===== config.mk =====
export PLATFORM = sky130hd
export DESIGN_NAME = cpr_top
export DESIGN_NICKNAME = d
export VERILOG_FILES = /design/src/include/cpr_pkg.sv /design/src/include/cpr_cnt_if.sv /design/src/hw/cpr_top.sv /design/src/hw/cpr_clr_counter.sv /design/src/hw/cpr_pulse_gen.sv
export VERILOG_INCLUDE_DIRS = /design/src /design/src/include
export SDC_FILE = /design/constraint.sdc
export NUM_CORES = 1
export LEC_CHECK = 0
export BUFFER_PORTS_ARGS = -buffer_cell sky130_fd_sc_hd__buf_2
export CAP_MARGIN = 20
export CORE_UTILIZATION = 57
export DETAILED_ROUTE_END_ITERATION = 6
export PLACE_DENSITY = 0.84
export SLEW_MARGIN = 20
export SYNTH_ARGS = -nofsm -noshare
export SYNTH_HDL_FRONTEND = slang
export SYNTH_SLANG_ARGS = --single-unit
export TNS_END_PERCENT = 100

===== constraint.sdc =====
create_clock -name ref_clk -period 4.12 [get_ports ref_clk]
set_input_delay 0.412 -clock ref_clk [delete_from_list [all_inputs] [get_ports ref_clk]]
set_output_delay 0.412 -clock ref_clk [all_outputs]
set_load 0.005 [all_outputs]

===== src/include/cpr_cfg.svh =====
`ifndef CPR_CFG_SVH
`define CPR_CFG_SVH

// Bus address width and register byte offsets
`define CPR_AXI_AW         8
`define CPR_CMD_OFFSET     8'h88
`define CPR_PERF_OFFSET    8'h8C
`define CPR_PM_OFFSET      8'h90
`define CPR_PIN_OFFSET     8'hC0

// Command register
`define CPR_CMD_RESET      32'hA04C0004
`define CPR_CMD_WMASK      32'h8FF600FF
`define CPR_EE_LSB         17
`define CPR_COLD_BIT       31
`define CPR_AUX_HI         30
`define CPR_AUX_LO         28
`define CPR_PULSE_POL_BIT  27
`define CPR_PULSE_EN_BIT   26
`define CPR_PS_CLR_BIT     25
`define CPR_STICKY_BIT     24
`define CPR_LED_BIT        23
`define CPR_RFS_HI         22
`define CPR_RFS_LO         21
`define CPR_CRD_BIT        20
`define CPR_PM_BIT         19
`define CPR_APM_BIT        18
`define CPR_FORCE_BIT      7
`define CPR_PTR_RST_BIT    6
`define CPR_PAUSE_BIT      5
`define CPR_RTE_BIT        4
`define CPR_DRT_HI         3
`define CPR_DRT_LO         2
`define CPR_SOFT_INTERRUPT_BIT       1
`define CPR_UNDERRUN_AUTO_RECOVERY_BIT       0

// Power management register
`define CPR_PM_STATUS_BIT  15
`define CPR_PM_EN_BIT      8
`define CPR_PS_D0          2'h0
`define CPR_PS_D3HOT       2'h3

// Bus answers
`define CPR_RESP_OKAY      2'h0
`define CPR_RESP_SLVERR    2'h2

// Timing
`define CPR_WAKE_PULSE_MS  50
`define CPR_CLK_HZ         25000000

`endif


===== src/include/cpr_pkg.sv =====
package cpr_pkg;

  typedef enum logic [1:0] {
    CPR_RD_IDLE = 2'b01,
    CPR_RD_DATA = 2'b10
  } cpr_rd_state_type;

  typedef enum logic [1:0] {
    CPR_FIFO_RSV0 = 2'h0,
    CPR_FIFO_RSV1 = 2'h1,
    CPR_FIFO_2K   = 2'h2,
    CPR_FIFO_1K   = 2'h3
  } cpr_fifo_size_type;

  typedef enum logic [1:0] {
    CPR_DRAIN_32  = 2'h0,
    CPR_DRAIN_64  = 2'h1,
    CPR_DRAIN_SAF = 2'h2,
    CPR_DRAIN_RSV = 2'h3
  } cpr_drain_type;

endpackage : cpr_pkg


===== src/include/cpr_cnt_if.sv =====
`timescale 1ns/1ps
interface cpr_cnt_if #(
  parameter int W = 8
) (
  input wire logic clk,
  input wire logic srst
);
  logic         inc;
  logic         clr;
  logic [W-1:0] value;

  modport ctr (input clk, input srst, input inc, input clr, output value);
  modport usr (output inc, output clr, input value);
endinterface : cpr_cnt_if


===== src/hw/cpr_top.sv =====
`timescale 1ns/1ps
`include "cpr_cfg.svh"

module cpr_top #(
  parameter int unsigned WAKE_PULSE_CYCLES = `CPR_WAKE_PULSE_MS * (`CPR_CLK_HZ / 1000)
) (
  input  wire logic                    ref_clk,
  input  wire logic                    srst,
  // AXI4-Lite slave
  input  wire logic [`CPR_AXI_AW-1:0]  s_axi_awaddr,
  input  wire logic                    s_axi_awvalid,
  output logic                         s_axi_awready,
  input  wire logic [31:0]             s_axi_wdata,
  input  wire logic [3:0]              s_axi_wstrb,
  input  wire logic                    s_axi_wvalid,
  output logic                         s_axi_wready,
  output logic [1:0]                   s_axi_bresp,
  output logic                         s_axi_bvalid,
  input  wire logic                    s_axi_bready,
  input  wire logic [`CPR_AXI_AW-1:0]  s_axi_araddr,
  input  wire logic                    s_axi_arvalid,
  output logic                         s_axi_arready,
  output logic [31:0]                  s_axi_rdata,
  output logic [1:0]                   s_axi_rresp,
  output logic                         s_axi_rvalid,
  input  wire logic                    s_axi_rready,
  // Loader and neighbouring logic, same clock
  input  wire logic                    eeprom_load,
  input  wire logic [14:0]             eeprom_word,
  input  wire logic                    autoneg_done,
  input  wire logic                    autoneg_pause,
  input  wire logic                    wake_event,
  input  wire logic                    read_req_active,
  input  wire logic                    master_dw_strobe,
  input  wire logic                    cfg_pm_wr,
  input  wire logic [15:0]             cfg_pm_wdata,
  // Pins
  input  wire logic                    pci_rst_n,
  input  wire logic                    wake_pulse_i,
  output logic                         wake_pulse_o,
  output logic                         wake_pulse_oe,
  output logic                         pme_n_o,
  output logic                         pme_n_oe,
  // Configuration outputs
  output logic                         cold_state_support,
  output logic [2:0]                   aux_current_level,
  output logic                         led_count_select,
  output logic [1:0]                   rx_fifo_size,
  output logic                         clock_run_disable,
  output logic                         cap_ptr_zero,
  output logic                         pattern_wake_default,
  output logic                         pattern_pointer_reset,
  output logic                         pause_enable,
  output logic [1:0]                   rx_drain_threshold,
  output logic                         soft_interrupt,
  output logic                         underrun_auto_recovery,
  output logic [1:0]                   power_state_field,
  output logic                         wake_event_enable
);

  logic [31:0]                  cmd_r;
  logic [1:0]                   ps_r;
  logic [1:0]                   ps_prev_r;
  logic                         wake_status_r;
  logic                         wake_event_enable_r;
  logic                         wake_latch_r;
  logic                         pme_prev_r;
  logic [1:0]                   rst_sync_r;
  logic                         rst_prev_r;
  logic [1:0]                   pin_sync_r;
  logic                         aw_got_r;
  logic                         w_got_r;
  logic [`CPR_AXI_AW-1:0]       aw_addr_r;
  logic [31:0]                  w_data_r;
  logic [3:0]                   w_strb_r;
  logic                         bvalid_r;
  logic [1:0]                   bresp_r;
  logic [31:0]                  rdata_r;
  logic [1:0]                   rresp_r;
  cpr_pkg::cpr_rd_state_type    rd_state_r;

  logic                         do_write;
  logic [31:0]                  wr_mask;
  logic                         axi_pm_wr;
  logic                         st_clr;
  logic                         ps_wr;
  logic [1:0]                   ps_val;
  logic                         en_wr;
  logic                         en_val;
  logic [1:0]                   ps_nxt;
  logic                         back_to_d0;
  logic                         pci_rst_rise;
  logic                         pme_assert;
  logic                         pulse_busy;
  logic                         ar_hs;
  logic [31:0]                  rd_word;
  logic                         rd_ok;
  cpr_pkg::cpr_drain_type       drain_sel;

  cpr_cnt_if #(.W(16)) lat_if (.clk(ref_clk), .srst(srst));
  cpr_cnt_if #(.W(8))  dw_if  (.clk(ref_clk), .srst(srst));

  cpr_clr_counter #(.W(16)) u_lat_cnt (.bus(lat_if));
  cpr_clr_counter #(.W(8))  u_dw_cnt  (.bus(dw_if));

  // Pin synchronisers
  always_ff @(posedge ref_clk) begin
    if (srst) begin
      // Idle-high reset pin: no false rising edge after srst
      rst_sync_r <= 2'h3;
      pin_sync_r <= 2'h0;
      rst_prev_r <= 1'b1;
    end else begin
      rst_sync_r <= {rst_sync_r[0], pci_rst_n};
      pin_sync_r <= {pin_sync_r[0], wake_pulse_i};
      rst_prev_r <= rst_sync_r[1];
    end
  end

  assign pci_rst_rise = rst_sync_r[1] && !rst_prev_r;

  // Write channel: address and data taken in either order
  assign s_axi_awready = !aw_got_r && !bvalid_r;
  assign s_axi_wready  = !w_got_r && !bvalid_r;
  assign do_write      = aw_got_r && w_got_r && !bvalid_r;
  assign s_axi_bvalid  = bvalid_r;
  assign s_axi_bresp   = bresp_r;

  always_ff @(posedge ref_clk) begin
    if (srst) begin
      aw_got_r  <= 1'b0;
      w_got_r   <= 1'b0;
      aw_addr_r <= '0;
      w_data_r  <= 32'h0000_0000;
      w_strb_r  <= 4'h0;
      bvalid_r  <= 1'b0;
      bresp_r   <= `CPR_RESP_OKAY;
    end else begin
      if (s_axi_awvalid && s_axi_awready) begin
        aw_got_r  <= 1'b1;
        aw_addr_r <= s_axi_awaddr;
      end
      if (s_axi_wvalid && s_axi_wready) begin
        w_got_r  <= 1'b1;
        w_data_r <= s_axi_wdata;
        w_strb_r <= s_axi_wstrb;
      end
      if (do_write) begin
        aw_got_r <= 1'b0;
        w_got_r  <= 1'b0;
        bvalid_r <= 1'b1;
        case (aw_addr_r)
          `CPR_CMD_OFFSET, `CPR_PERF_OFFSET, `CPR_PM_OFFSET, `CPR_PIN_OFFSET: begin
            bresp_r <= `CPR_RESP_OKAY;
          end
          default: begin
            bresp_r <= `CPR_RESP_SLVERR;
          end
        endcase
      end else if (bvalid_r && s_axi_bready) begin
        bvalid_r <= 1'b0;
      end
    end
  end

  assign wr_mask = {{8{w_strb_r[3]}}, {8{w_strb_r[2]}}, {8{w_strb_r[1]}}, {8{w_strb_r[0]}}};

  // Command register
  always_ff @(posedge ref_clk) begin
    if (srst) begin
      cmd_r <= `CPR_CMD_RESET;
    end else begin
      if (do_write && (aw_addr_r == `CPR_CMD_OFFSET)) begin
        cmd_r <= (cmd_r & ~(wr_mask & `CPR_CMD_WMASK))
               | (w_data_r & wr_mask & `CPR_CMD_WMASK);
      end
      if (autoneg_done) begin
        cmd_r[`CPR_PAUSE_BIT] <= autoneg_pause;
      end
      if (eeprom_load) begin
        cmd_r[31:`CPR_EE_LSB] <= eeprom_word;
      end
    end
  end

  // Power management register, shared by bus and configuration copies
  assign axi_pm_wr = do_write && (aw_addr_r == `CPR_PM_OFFSET);

  always_comb begin
    st_clr = (axi_pm_wr && w_strb_r[1] && w_data_r[`CPR_PM_STATUS_BIT])
          || (cfg_pm_wr && cfg_pm_wdata[`CPR_PM_STATUS_BIT]);
    ps_wr  = 1'b0;
    ps_val = ps_r;
    en_wr  = 1'b0;
    en_val = wake_event_enable_r;
    if (axi_pm_wr && w_strb_r[0]) begin
      ps_wr  = 1'b1;
      ps_val = w_data_r[1:0];
    end
    if (axi_pm_wr && w_strb_r[1]) begin
      en_wr  = 1'b1;
      en_val = w_data_r[`CPR_PM_EN_BIT];
    end
    if (cfg_pm_wr) begin
      ps_wr  = 1'b1;
      ps_val = cfg_pm_wdata[1:0];
      en_wr  = 1'b1;
      en_val = cfg_pm_wdata[`CPR_PM_EN_BIT];
    end
    ps_nxt = ps_r;
    if (ps_wr && ((ps_val == `CPR_PS_D0) || (ps_val == `CPR_PS_D3HOT))) begin
      ps_nxt = ps_val;
    end
    if (pci_rst_rise && cmd_r[`CPR_PS_CLR_BIT]) begin
      ps_nxt = `CPR_PS_D0;
    end
  end

  assign back_to_d0 = (ps_prev_r != `CPR_PS_D0) && (ps_r == `CPR_PS_D0);

  always_ff @(posedge ref_clk) begin
    if (srst) begin
      ps_r                <= `CPR_PS_D0;
      ps_prev_r           <= `CPR_PS_D0;
      wake_event_enable_r <= 1'b0;
    end else begin
      ps_r      <= ps_nxt;
      ps_prev_r <= ps_r;
      if (en_wr) begin
        wake_event_enable_r <= en_val;
      end
    end
  end

  // Wake status: a new event wins over a clear in the same cycle
  always_ff @(posedge ref_clk) begin
    if (srst) begin
      wake_status_r <= 1'b0;
    end else begin
      wake_status_r <= wake_event || (wake_status_r && !st_clr);
    end
  end

  always_ff @(posedge ref_clk) begin
    if (srst) begin
      wake_latch_r <= 1'b0;
    end else if (wake_event) begin
      wake_latch_r <= 1'b1;
    end else if (st_clr) begin
      wake_latch_r <= 1'b0;
    end else if (back_to_d0 && !cmd_r[`CPR_STICKY_BIT]) begin
      wake_latch_r <= 1'b0;
    end
  end

  assign pme_assert = cmd_r[`CPR_FORCE_BIT] || (wake_latch_r && wake_event_enable_r);

  cpr_pulse_gen #(.CYCLES(WAKE_PULSE_CYCLES)) u_wake_pulse (
    .ref_clk (ref_clk),
    .srst    (srst),
    .trigger (pme_assert && !pme_prev_r),
    .busy    (pulse_busy)
  );

  // Wake pins
  always_ff @(posedge ref_clk) begin
    if (srst) begin
      pme_prev_r    <= 1'b0;
      pme_n_o       <= 1'b0;
      pme_n_oe      <= 1'b0;
      wake_pulse_o  <= 1'b0;
      wake_pulse_oe <= 1'b0;
    end else begin
      pme_prev_r    <= pme_assert;
      pme_n_o       <= 1'b0;
      pme_n_oe      <= pme_assert;
      wake_pulse_o  <= pulse_busy ^ cmd_r[`CPR_PULSE_POL_BIT];
      wake_pulse_oe <= cmd_r[`CPR_PULSE_EN_BIT];
    end
  end

  // Configuration outputs
  assign drain_sel = cmd_r[`CPR_RTE_BIT] ? cpr_pkg::cpr_drain_type'(cmd_r[`CPR_DRT_HI:`CPR_DRT_LO])
                                          : cpr_pkg::CPR_DRAIN_64;

  always_ff @(posedge ref_clk) begin
    if (srst) begin
      cold_state_support     <= 1'b0;
      aux_current_level      <= 3'h0;
      led_count_select       <= 1'b0;
      rx_fifo_size           <= cpr_pkg::CPR_FIFO_2K;
      clock_run_disable      <= 1'b0;
      cap_ptr_zero           <= 1'b0;
      pattern_wake_default   <= 1'b0;
      pattern_pointer_reset  <= 1'b0;
      pause_enable           <= 1'b0;
      rx_drain_threshold     <= cpr_pkg::CPR_DRAIN_64;
      soft_interrupt         <= 1'b0;
      underrun_auto_recovery <= 1'b0;
      power_state_field      <= `CPR_PS_D0;
      wake_event_enable      <= 1'b0;
    end else begin
      cold_state_support     <= cmd_r[`CPR_COLD_BIT];
      aux_current_level      <= cmd_r[`CPR_AUX_HI:`CPR_AUX_LO];
      led_count_select       <= cmd_r[`CPR_LED_BIT];
      rx_fifo_size           <= cmd_r[`CPR_RFS_HI:`CPR_RFS_LO];
      clock_run_disable      <= cmd_r[`CPR_CRD_BIT];
      cap_ptr_zero           <= !cmd_r[`CPR_PM_BIT];
      pattern_wake_default   <= cmd_r[`CPR_PM_BIT] && cmd_r[`CPR_APM_BIT];
      pattern_pointer_reset  <= cmd_r[`CPR_PTR_RST_BIT];
      pause_enable           <= cmd_r[`CPR_PAUSE_BIT];
      rx_drain_threshold     <= drain_sel;
      soft_interrupt         <= cmd_r[`CPR_SOFT_INTERRUPT_BIT];
      underrun_auto_recovery <= cmd_r[`CPR_UNDERRUN_AUTO_RECOVERY_BIT];
      power_state_field      <= ps_r;
      wake_event_enable      <= wake_event_enable_r;
    end
  end

  // Performance counters
  assign lat_if.inc = read_req_active;
  assign dw_if.inc  = master_dw_strobe;
  assign lat_if.clr = ar_hs && (s_axi_araddr == `CPR_PERF_OFFSET);
  assign dw_if.clr  = lat_if.clr;

  // Read channel
  assign s_axi_arready = (rd_state_r == cpr_pkg::CPR_RD_IDLE);
  assign s_axi_rvalid  = (rd_state_r == cpr_pkg::CPR_RD_DATA);
  assign s_axi_rdata   = rdata_r;
  assign s_axi_rresp   = rresp_r;
  assign ar_hs         = s_axi_arvalid && s_axi_arready;

  always_comb begin
    rd_word = 32'h0000_0000;
    rd_ok   = 1'b1;
    case (s_axi_araddr)
      `CPR_CMD_OFFSET: begin
        rd_word = cmd_r;
      end
      `CPR_PERF_OFFSET: begin
        rd_word = {lat_if.value, 8'h00, dw_if.value};
      end
      `CPR_PM_OFFSET: begin
        rd_word[`CPR_PM_STATUS_BIT] = wake_status_r;
        rd_word[`CPR_PM_EN_BIT]     = wake_event_enable_r;
        rd_word[1:0]                = ps_r;
      end
      `CPR_PIN_OFFSET: begin
        rd_word[1] = pulse_busy;
        rd_word[0] = pin_sync_r[1];
      end
      default: begin
        rd_ok = 1'b0;
      end
    endcase
  end

  always_ff @(posedge ref_clk) begin
    if (srst) begin
      rd_state_r <= cpr_pkg::CPR_RD_IDLE;
      rdata_r    <= 32'h0000_0000;
      rresp_r    <= `CPR_RESP_OKAY;
    end else begin
      case (rd_state_r)
        cpr_pkg::CPR_RD_IDLE: begin
          if (s_axi_arvalid) begin
            rd_state_r <= cpr_pkg::CPR_RD_DATA;
            rdata_r    <= rd_word;
            rresp_r    <= rd_ok ? `CPR_RESP_OKAY : `CPR_RESP_SLVERR;
          end
        end
        cpr_pkg::CPR_RD_DATA: begin
          if (s_axi_rready) begin
            rd_state_r <= cpr_pkg::CPR_RD_IDLE;
          end
        end
        default: begin
          rd_state_r <= cpr_pkg::CPR_RD_IDLE;
        end
      endcase
    end
  end

endmodule : cpr_top


===== src/hw/cpr_clr_counter.sv =====
`timescale 1ns/1ps
module cpr_clr_counter #(
  parameter int W = 8
) (
  cpr_cnt_if.ctr bus
);
  logic [W-1:0] value_r;

  // Clear-on-read; an increment in the clearing cycle is kept
  always_ff @(posedge bus.clk) begin
    if (bus.srst) begin
      value_r <= '0;
    end else if (bus.clr) begin
      value_r <= bus.inc ? W'(1) : '0;
    end else if (bus.inc && (value_r != '1)) begin
      value_r <= value_r + W'(1);
    end
  end

  assign bus.value = value_r;
endmodule : cpr_clr_counter


===== src/hw/cpr_pulse_gen.sv =====
`timescale 1ns/1ps
module cpr_pulse_gen #(
  parameter int unsigned CYCLES = 1
) (
  input  wire logic ref_clk,
  input  wire logic srst,
  input  wire logic trigger,
  output logic      busy
);
  localparam int CW = $clog2(CYCLES + 1);

  logic [CW-1:0] count_r;

  // Fixed-length pulse; triggers during a pulse are ignored
  always_ff @(posedge ref_clk) begin
    if (srst) begin
      count_r <= '0;
    end else if (count_r != '0) begin
      count_r <= count_r - CW'(1);
    end else if (trigger) begin
      count_r <= CW'(CYCLES);
    end
  end

  assign busy = (count_r != '0);
endmodule : cpr_pulse_gen


==> flow_summary.ini, run 1 <==
[power]
peakVddDrop_uv = 351.3
power_leakage_nw = 3.332
power_mw = 4.404
power.density_nw_per_um2 = 540.9

[sta]
setup_tns_ns = 0
max_freq_mhz = 420.1
setup_viol = 0
rsz0062_at_grt = false
finalHoldViolCount = 0
slew_violations = 0
worstMarginPinSlew_ns = 0.8771
skew_ns = 0.01050
relSlewSlack_pct = 41.52
final.period_utilization_pct = 57.77
finalCriticalPeriod_ns = 2.380

[finish]
fillCellCount = 916
final_nets = 999
antennaDiodeCount = 0
final_cell_area_sq_um = 8142
fin_util_pct = 70.70
area_growth_pct = 19.83
instances_no_fill = 1053
drive_gt1_share_pct = 20.55

[place]
placed_area_sq_um = 7478
dp.cells = 1021
gp_congestion = 0.8680
portBuffers = 130
hpwl_microns = 11180

[global_routing]
grt_max_degree = 79
grt_usage_pct = 27.32
grt_pass1_wl_microns = 26740
grt_pass1_vias = 5547
antenna_found_initial = 0
overflow = 0

[floorplanning]
die_h_microns = 111.2
die_x_microns = 111.2
row_count = 39
ioPinCount = 163
start_util_pct = 59.00
core_area_sq_um = 11520
die-area_sq_um = 12360

[synthesis]
syn-cell-area_sq_um = 6794
ys_seq_area_share_pct = 48.91
synthTopCellsByArea = dfxtp_1 49%, nand2_1 7.3%, a21oi_1 6.7%
synth_top_family_by_area = simple AND/OR/NAND/NOR gates
synth.ff_latch_count = 166
synth_fa_ha_area_share_pct = 0.5525
synthMuxAreaShare_pct = 4.144
synth_cell_types = 59
synth_xor_area_share_pct = 3.223
synth-edff-count = 0
async_reset_ff_share_pct = 0
synth_top_cell_by_area = dfxtp_1
synth_compound_area_share_pct = 13.57
synth_top_area_share_pct = 48.91
synth_ff_type = dfxtp_1
synth.avg_cell_area_sq_um = 8.655
synth_commonest_cells = 166 x dfxtp_1, 132 x nand2_1, 91 x a21oi_1
synth-warning-count = 0
netlist_instances = 785
synthSimpleGateAreaFrac_pct = 25.27
yosysMostFrequentCell = dfxtp_1

[critical_path]
crit_start = u_wake_pulse.count_r[16]$_SDFFE_PP0P_
critPathRequiredTime_ns = 4.45
critPathCapture = u_wake_pulse.count_r[7]$_SDFFE_PP0P_
reg2reg_slack_ns = 1.74
start_kind = register
reg2regPathDepth = 5
timing.rr.start = u_wake_pulse.count_r[16]$_SDFFE_PP0P_
slowest_delay_ns = 0.67
cp-end-kind = register
worst_path_max_delay_cell = nor3_1
reg2reg_to = u_wake_pulse.count_r[7]$_SDFFE_PP0P_
worstSetupPathType = register to register
cp.arrival_ns = 2.71
crit_chain = nor4_1, nand4_1, nor3_1, a211oi_1, a211oi_1
worst_path_most_repeated_cell = a211oi_1
cp_max_fo = 6

[clock_network]
cts_max_path_buffers = 2
cts_tree = yes
cts_num_sinks = 166
holdBufCountCts = 0
postCtsSetupRepairBufs = 0
path_clk_slew_ns = 0.06
clock_latency_ns = 0.42
htreeDepth = 4
cts_resized = 0
numCtsBuffers = 17
cts_root_buffer = clkbuf_16

[routing]
drtIter0Drc = 428
wl_met3_microns = 1108
top_layer_used = met4
ant_nets = 0
drcViolationCount = 18
met1_length_microns = 7007
wl_met2_microns = 7905
dr.pass1.iters = 7
totalWireLength_microns = 16400
drt-wirelength-per-cell_microns = 15.57
num_vias = 5956
vias_per_cell = 5.656

[status]
status = complete, but fails checks
violations = DRC

[job]
maxCapViolCount = 0

[hold_path]
hp-class = primary input to register
-- kinds of logic (layout without fill, tap and decap cells) --
family | after synthesis | in the layout
DFF | 166 | 166
buffers and inverters | 65 | 182
adders and majority gates | 3 | 3
muxes | 27 | 27
xor gates and xnor gates | 25 | 25
other | 1 | 9
AOI/OAI and AO/OA | 154 | 154
and+or+nand+nor | 344 | 344
-- worst max-delay path, delay by kind of cell (launching register included) --
kind / cells / cell delay, ns
flip-flops: 1 / 0.35
AO/OA/AOI/OAI: 2 / 0.38
AND/OR/NAND/NOR: 3 / 1.56
-- per-layer routing --
metal  global-route usage [%]  vias up
met2                    45.25      229
met5                        0        -
met4                    9.459        0
met3                    7.600       36
li1                         -     2942
met1                    34.10     2749
-- worst min-delay path by stage --
stage                        startpoint                       end  cells after the start
6_report                      pci_rst_n  rst_sync_r[0]$_SDFF_PP1_                      2
5_1_grt                       pci_rst_n  rst_sync_r[0]$_SDFF_PP1_                      2
4_1_cts                       pci_rst_n  rst_sync_r[0]$_SDFF_PP1_                      2
3_5_place_dp   rst_sync_r[0]$_SDFF_PP1_  rst_sync_r[1]$_SDFF_PP1_                      1
3_3_place_gp   rst_sync_r[0]$_SDFF_PP1_  rst_sync_r[1]$_SDFF_PP1_                      1
2_1_floorplan  rst_sync_r[0]$_SDFF_PP1_  rst_sync_r[1]$_SDFF_PP1_                      1
-- cells in the final DEF (no fill, tap or decap), types with 7 or more instances in the layout --
master	netlist	layout
buf_2	3	129
and3_1	11	11
clkbuf_16	0	17
clkbuf_8	0	7
a21oi_1	91	91
xor2_1	9	9
nor3_1	23	22
conb_1	1	9
a22oi_1	22	22
inv_1	15	15
nor4_1	8	8
dfxtp_1	166	166
nand3b_1	10	10
nor2b_1	18	18
nand2_1	132	132
nand4_1	10	10
nor2_1	60	60
o21ai_0	9	9
mux2i_1	18	18
xnor2_1	16	16
nand3_1	24	24
-- report_power, final --
part	leakage [nW]	internal (mW)	switching (mW)
logic	1.65	0.328	0.491
registers	1.36	1.74	0.117
clock network	0.326	1.13	0.605
total	3.33	3.19	1.21
-- through the flow --
| stage | worst slack (ns) | hold slack (ns) |
|---|---|---|
| after global routing | 1.539 | 0.1780 |
| after CTS | 1.806 | 0.1702 |
| after global placement | 1.588 | 0.3971 |
| after floorplan | 1.995 | 0.3895 |
| after detailed placement | 1.593 | 0.3997 |
| final | 1.740 | 0.1791 |
-- sequential cells by signal (all words and copies together), names as in the netlist, 3 cells and up, named ones only --
register	cells
aux_current_level	3
aw_addr_r	8
cmd_r	16
s_axi_rdata	26
u_dw_cnt.bus.value	8
u_lat_cnt.bus.value	16
u_wake_pulse.count_r	21
w_data_r	21
w_strb_r	4
-- layout make-up --
class	instances	area, sq um	area share, %
Sequential cell	166	3323	40.82
Multi-Input combinational cell	562	3229	39.67
Timing Repair Buffer	135	690.7	8.483
Clock buffer	25	525.5	6.455
Tap cell	143	178.9	2.198
Clock inverter	7	137.6	1.690
Inverter	15	56.30	0.6916
Power figures use the tool's default switching activity.
==> run 2: changes to the inputs <==
--- a/config.mk
+++ b/config.mk
@@ -8,9 +8,9 @@
 export LEC_CHECK = 0
 export BUFFER_PORTS_ARGS = -buffer_cell sky130_fd_sc_hd__buf_2
 export CAP_MARGIN = 20
-export CORE_UTILIZATION = 57
+export CORE_UTILIZATION = 53
 export DETAILED_ROUTE_END_ITERATION = 6
-export PLACE_DENSITY = 0.84
+export PLACE_DENSITY = 0.79
 export SLEW_MARGIN = 20
 export SYNTH_ARGS = -nofsm -noshare
 export SYNTH_HDL_FRONTEND = slang
==> constraint.sdc (replaced) <==
create_clock -name ref_clk -period 2.3 [get_ports ref_clk]
set_input_delay 0.23 -clock ref_clk [delete_from_list [all_inputs] [get_ports ref_clk]]
set_output_delay 0.23 -clock ref_clk [all_outputs]
set_load 0.005 [all_outputs]
==> flow_summary.ini, run 2 (synthesis gave the netlist of run 1 again) <==
[finish]
largest_reg_flops = 26
register_area_sq_um = 3323
multi_input_area_sq_um = 3229
area_growth_pct = 20.99
mostFrequentLayoutCell = dfxtp_1
final_cell_area_sq_um = 8220
final_cell_mix = 166 x dfxtp_1, 132 x nand2_1, 129 x buf_2
drive_gt1_share_pct = 21.54
fillCellCount = 1004
antennaDiodeCount = 0
final_nets = 1014

[sta]
finalHoldViolCount = 0
relSlewSlack_pct = 43.69
finalCriticalPeriod_ns = 2.173
rsz0062_at_grt = false
setup_viol = 0
final.period_utilization_pct = 94.47
worstMarginPinSlew_ns = 0.8427
slew_violations = 0
max_freq_mhz = 460.2
skew_ns = 0.007772
setup_tns_ns = 0

[global_routing]
grtUsageMet3_pct = 5.535
met1_usage_pct = 34.73
grt_pass1_wl_microns = 26090
overflow = 0
grt.busiest_layer = met2
grt_pass1_vias = 5303
grt_usage_pct = 25.64
grt_max_degree = 56
met2_usage_pct = 40.40
antenna_found_initial = 0

[critical_path]
start_kind = register
worst_path_max_delay_cell = or4b_4
crit_chain = or4b_4, or4_4, or4_1, o311ai_1, o21ai_0
cp.arrival_ns = 2.48
path_buf_inv = 0
slowest_delay_ns = 0.60
worstSetupPathType = register to register
crit_family = simple AND/OR/NAND/NOR gates
cp-end-kind = register
cp_max_fo = 6
critPathRequiredTime_ns = 2.61

[clock_network]
numCtsBuffers = 17
cts_root_buffer = clkbuf_16
clock_latency_ns = 0.43
postCtsSetupRepairBufs = 0
htreeDepth = 4
cts_resized = 0
holdBufCountCts = 1
cts_num_sinks = 166
cts_tree = yes
cts_max_path_buffers = 2
path_clk_slew_ns = 0.06

[place]
gp_congestion = 0.8807
portBuffers = 130
placed_area_sq_um = 7627
hpwl_microns = 11360

[routing]
drt-wirelength-per-cell_microns = 14.74
totalWireLength_microns = 16090
vias_per_cell = 5.403
num_vias = 5900
ant_nets = 0
drtIter0Drc = 477
dr.pass1.iters = 5
drcViolationCount = 0

[floorplanning]
die-area_sq_um = 13280
ioPinCount = 163
die_x_microns = 115.2
die_h_microns = 115.2
row_count = 40
core_area_sq_um = 12260
start_util_pct = 55.41

[power]
power_leakage_nw = 3.359
power.density_nw_per_um2 = 942.2
peakVddDrop_uv = 657.9
power_mw = 7.746

[job]
maxCapViolCount = 0

[status]
status = finished, final reports clean

[hold_path]
hp-class = primary input to register
## run 2: area by class of cell
| class | count | area share (%) |
|---|---|---|
| multi-input cells | 562 | 39.28 |
| clock inverters | 10 | 1.492 |
| flip-flops and latches | 166 | 40.43 |
| repair buffers | 150 | 9.954 |
| well taps | 168 | 2.557 |
| inverters | 15 | 0.6849 |
| clock buffers | 21 | 5.601 |
## run 2: worst register-to-register path, cell delays in order (launching register included)
cell	delay (ns)
dfxtp_1	0.31
or4b_4	0.60
or4_4	0.51
or4_1	0.41
o311ai_1	0.10
o21ai_0	0.13
## run 2: routing by layer
metal  part of all wire [%]  up-vias
met4                    1.6        0
met3                    5.5       22
met1                     47     2734
met5                      0        -
li1                       -     2973
met2                     46      171
## run 2: power by group
group,total [mW],switching (mW),internal (mW)
Sequential,3.31,0.203,3.11
Combinational,1.64,0.908,0.730
Clock,2.80,1.14,1.66
## run 2: stage by stage
| stage | instances | util [%] | setup slack, ns | hold slack (ns) |
|---|---|---|---|---|
| floorplan | 793 | - | 0.1747 | 0.3338 |
| global placement | 1060 | 62.20 | 0.1688 | 0.3976 |
| detailed placement | 1060 | 62.20 | 0.1306 | 0.3999 |
| CTS | 1092 | 67.04 | 0.1155 | 0.02692 |
| global route | 1092 | 67.04 | 0.02790 | 0.03434 |
| finish | 1092 | 67.04 | 0.1271 | 0.03510 |
## run 2: worst paths after layout
kind,from,endpoint,slack [ns],cells past startpoint
worst min-delay path,s_axi_wdata[5],w_data_r[5]$_SDFFE_PP0P_,0.04,3
worst min register to register,rst_sync_r[0]$_SDFF_PP1_,rst_sync_r[1]$_SDFF_PP1_,0.41,1
worst max register to register,aw_addr_r[0]$_SDFFE_PP0P_,ps_r[0]$_SDFFE_PP0P_,0.13,5
worst max-delay path,aw_addr_r[0]$_SDFFE_PP0P_,ps_r[0]$_SDFFE_PP0P_,0.13,5
==> run 3: changes to the inputs <==
--- a/config.mk
+++ b/config.mk
@@ -8,9 +8,11 @@
 export LEC_CHECK = 0
 export BUFFER_PORTS_ARGS = -buffer_cell sky130_fd_sc_hd__buf_2
 export CAP_MARGIN = 20
+export CORE_MARGIN = 5
 export CORE_UTILIZATION = 53
 export DETAILED_ROUTE_END_ITERATION = 6
 export PLACE_DENSITY = 0.79
+export RECOVER_POWER = 50
 export SLEW_MARGIN = 20
 export SYNTH_ARGS = -nofsm -noshare
 export SYNTH_HDL_FRONTEND = slang
==> flow_summary.ini, run 3 (synthesis gave the netlist of run 1 again) <==
[routing]
drtIter0Drc = 502
top_layer_used = met5
wl_met2_microns = 7886
drt-wirelength-per-cell_microns = 15.35
drcViolationCount = 0
ant_nets = 0
wl_met3_microns = 1109
num_vias = 5956
met1_length_microns = 7544
totalWireLength_microns = 16890
dr.pass1.iters = 5
vias_per_cell = 5.415

[place]
gp_congestion = 0.8645
hpwl_microns = 12090
placed_area_sq_um = 7667
portBuffers = 130

[power]
power_mw = 7.859
pwr-share-clk_pct = 37.6
p_int_mw = 5.611
seq_power_share_pct = 42.1
comb_power_share_pct = 20.3
peakVddDrop_uv = 514.4
power.switching_mw = 2.248
power.density_nw_per_um2 = 955.0
power_leakage_nw = 3.273
switching_share_pct = 28.60

[critical_path]
cp.arrival_ns = 2.46
critPathRequiredTime_ns = 2.60
worstSetupPathType = register to register
slowest_delay_ns = 0.60
cp-end-kind = register
start_kind = register
cp_max_fo = 6
crit_chain = or4b_4, or4_4, or4_1, o311ai_1, o21ai_0
worst_path_max_delay_cell = or4b_4

[floorplanning]
die-area_sq_um = 15180
die_x_microns = 123.2
die_h_microns = 123.2
start_util_pct = 53.84
row_count = 41
core_area_sq_um = 12620
ioPinCount = 163

[sta]
relSlewSlack_pct = 19.99
skew_ns = 0.008771
finalCriticalPeriod_ns = 2.159
slew_violations = 0
setup_tns_ns = 0
finalHoldViolCount = 0
max_freq_mhz = 463.1
final.period_utilization_pct = 93.89
rsz0062_at_grt = false
setup_viol = 0
worstMarginPinSlew_ns = 1.200

[global_routing]
grt_usage_pct = 22.77
grt_max_degree = 61
grt_pass1_wl_microns = 27190
overflow = 0
grt_pass1_vias = 5521
antenna_found_initial = 1

[finish]
final_nets = 1017
largest_reg_flops = 26
mostFrequentLayoutCell = dfxtp_1
antennaDiodeCount = 0
final_cell_mix = 166 x dfxtp_1, 132 x nand2_1, 97 x buf_2
final_cell_area_sq_um = 8229
area_growth_pct = 21.12
drive_gt1_share_pct = 18.32

[status]
status = finished, final reports clean

[clock_network]
clock_latency_ns = 0.42
path_clk_slew_ns = 0.06
cts_max_path_buffers = 2
cts_num_sinks = 166
cts_root_buffer = clkbuf_16
htreeDepth = 4
cts_tree = yes
postCtsSetupRepairBufs = 0
numCtsBuffers = 17

[job]
maxCapViolCount = 0

[hold_path]
hp-class = primary input to register
[run 3: cell types whose count changed in the layout (fill, tap and decap cells not counted)]
cell / before / now
clkbuf_1: 2 / 35
buf_2: 129 / 97
clkbuf_2: 0 / 4
clkinvlp_4: 3 / 0
buf_4: 19 / 17
clkinv_2: 1 / 3
a2111oi_0: 1 / 0
a2111oi_1: 0 / 1
and2_0: 0 / 1
and2_1: 5 / 4
bufinv_16: 2 / 3
clkbuf_8: 2 / 3
clkinv_4: 2 / 1
inv_8: 0 / 1
[run 3: final timing paths]
| path | from | end | slack (ns) | depth (start not counted) |
|---|---|---|---|---|
| max reg2reg | aw_addr_r[0]$_SDFFE_PP0P_ | ps_r[1]$_SDFFE_PP0P_ | 0.14 | 5 |
| min reg2reg | pin_sync_r[0]$_SDFF_PP0_ | pin_sync_r[1]$_SDFF_PP0_ | 0.44 | 1 |
| min | wake_pulse_i | pin_sync_r[0]$_SDFF_PP0_ | 0.02 | 2 |
| max | aw_addr_r[0]$_SDFFE_PP0P_ | ps_r[1]$_SDFFE_PP0P_ | 0.14 | 5 |
[run 3: power groups by stage]
stage	clock, mW	sequential (mW)	combinational (mW)
after floorplan	0	3.31	1.12
after global placement	0	3.36	1.56
after detailed placement	0	3.36	1.58
after CTS	2.98	3.31	1.60
after global routing	3.11	3.34	1.83
final	2.95	3.31	1.60
[run 3: repair_timing]
action	CTS	global route
endpoints found under the setup margin	0	1
gates resized for setup	0	1
hold endpoints to repair	1	0
hold buffers	1	0
[run 3: metrics by stage]
step | instances | worst slack (ns) | hold slack (ns) | util, %
after global routing | 1100 | 0.03543 | 0.01433 | 65.21
after global placement | 1067 | 0.1775 | 0.4049 | 60.76
after CTS | 1100 | 0.1427 | 0.002017 | 65.72
after detailed placement | 1067 | 0.1516 | 0.4108 | 60.76
final | 1100 | 0.1406 | 0.01756 | 65.21
after floorplan | 793 | 0.1747 | 0.3338 | -
[run 3: area by class of cell]
class                           instances  area [sq um]
Inverter                               15         56.30
Clock buffer                           22         474.2
Clock inverter                         10         142.6
Sequential cell                       166          3323
Fill cell                            1118          4390
Tap cell                              172         215.2
Multi-Input combinational cell        562          3231
Timing Repair Buffer                  153         787.0
[run 3: worst max-delay path: cells and delay by family, from the launching register on]
| kind | cells | cell delay, ns |
|---|---|---|
| AO/OA/AOI/OAI | 2 | 0.21 |
| AND/OR/NAND/NOR | 3 | 1.51 |
| flip-flops | 1 | 0.31 |
[run 3: layer usage]
layer / vias up / track usage, %
met5: - / 0
li1: 2967 / -
met4: 2 / 7.612
met3: 27 / 5.398
met1: 2778 / 30.29
met2: 182 / 36.53
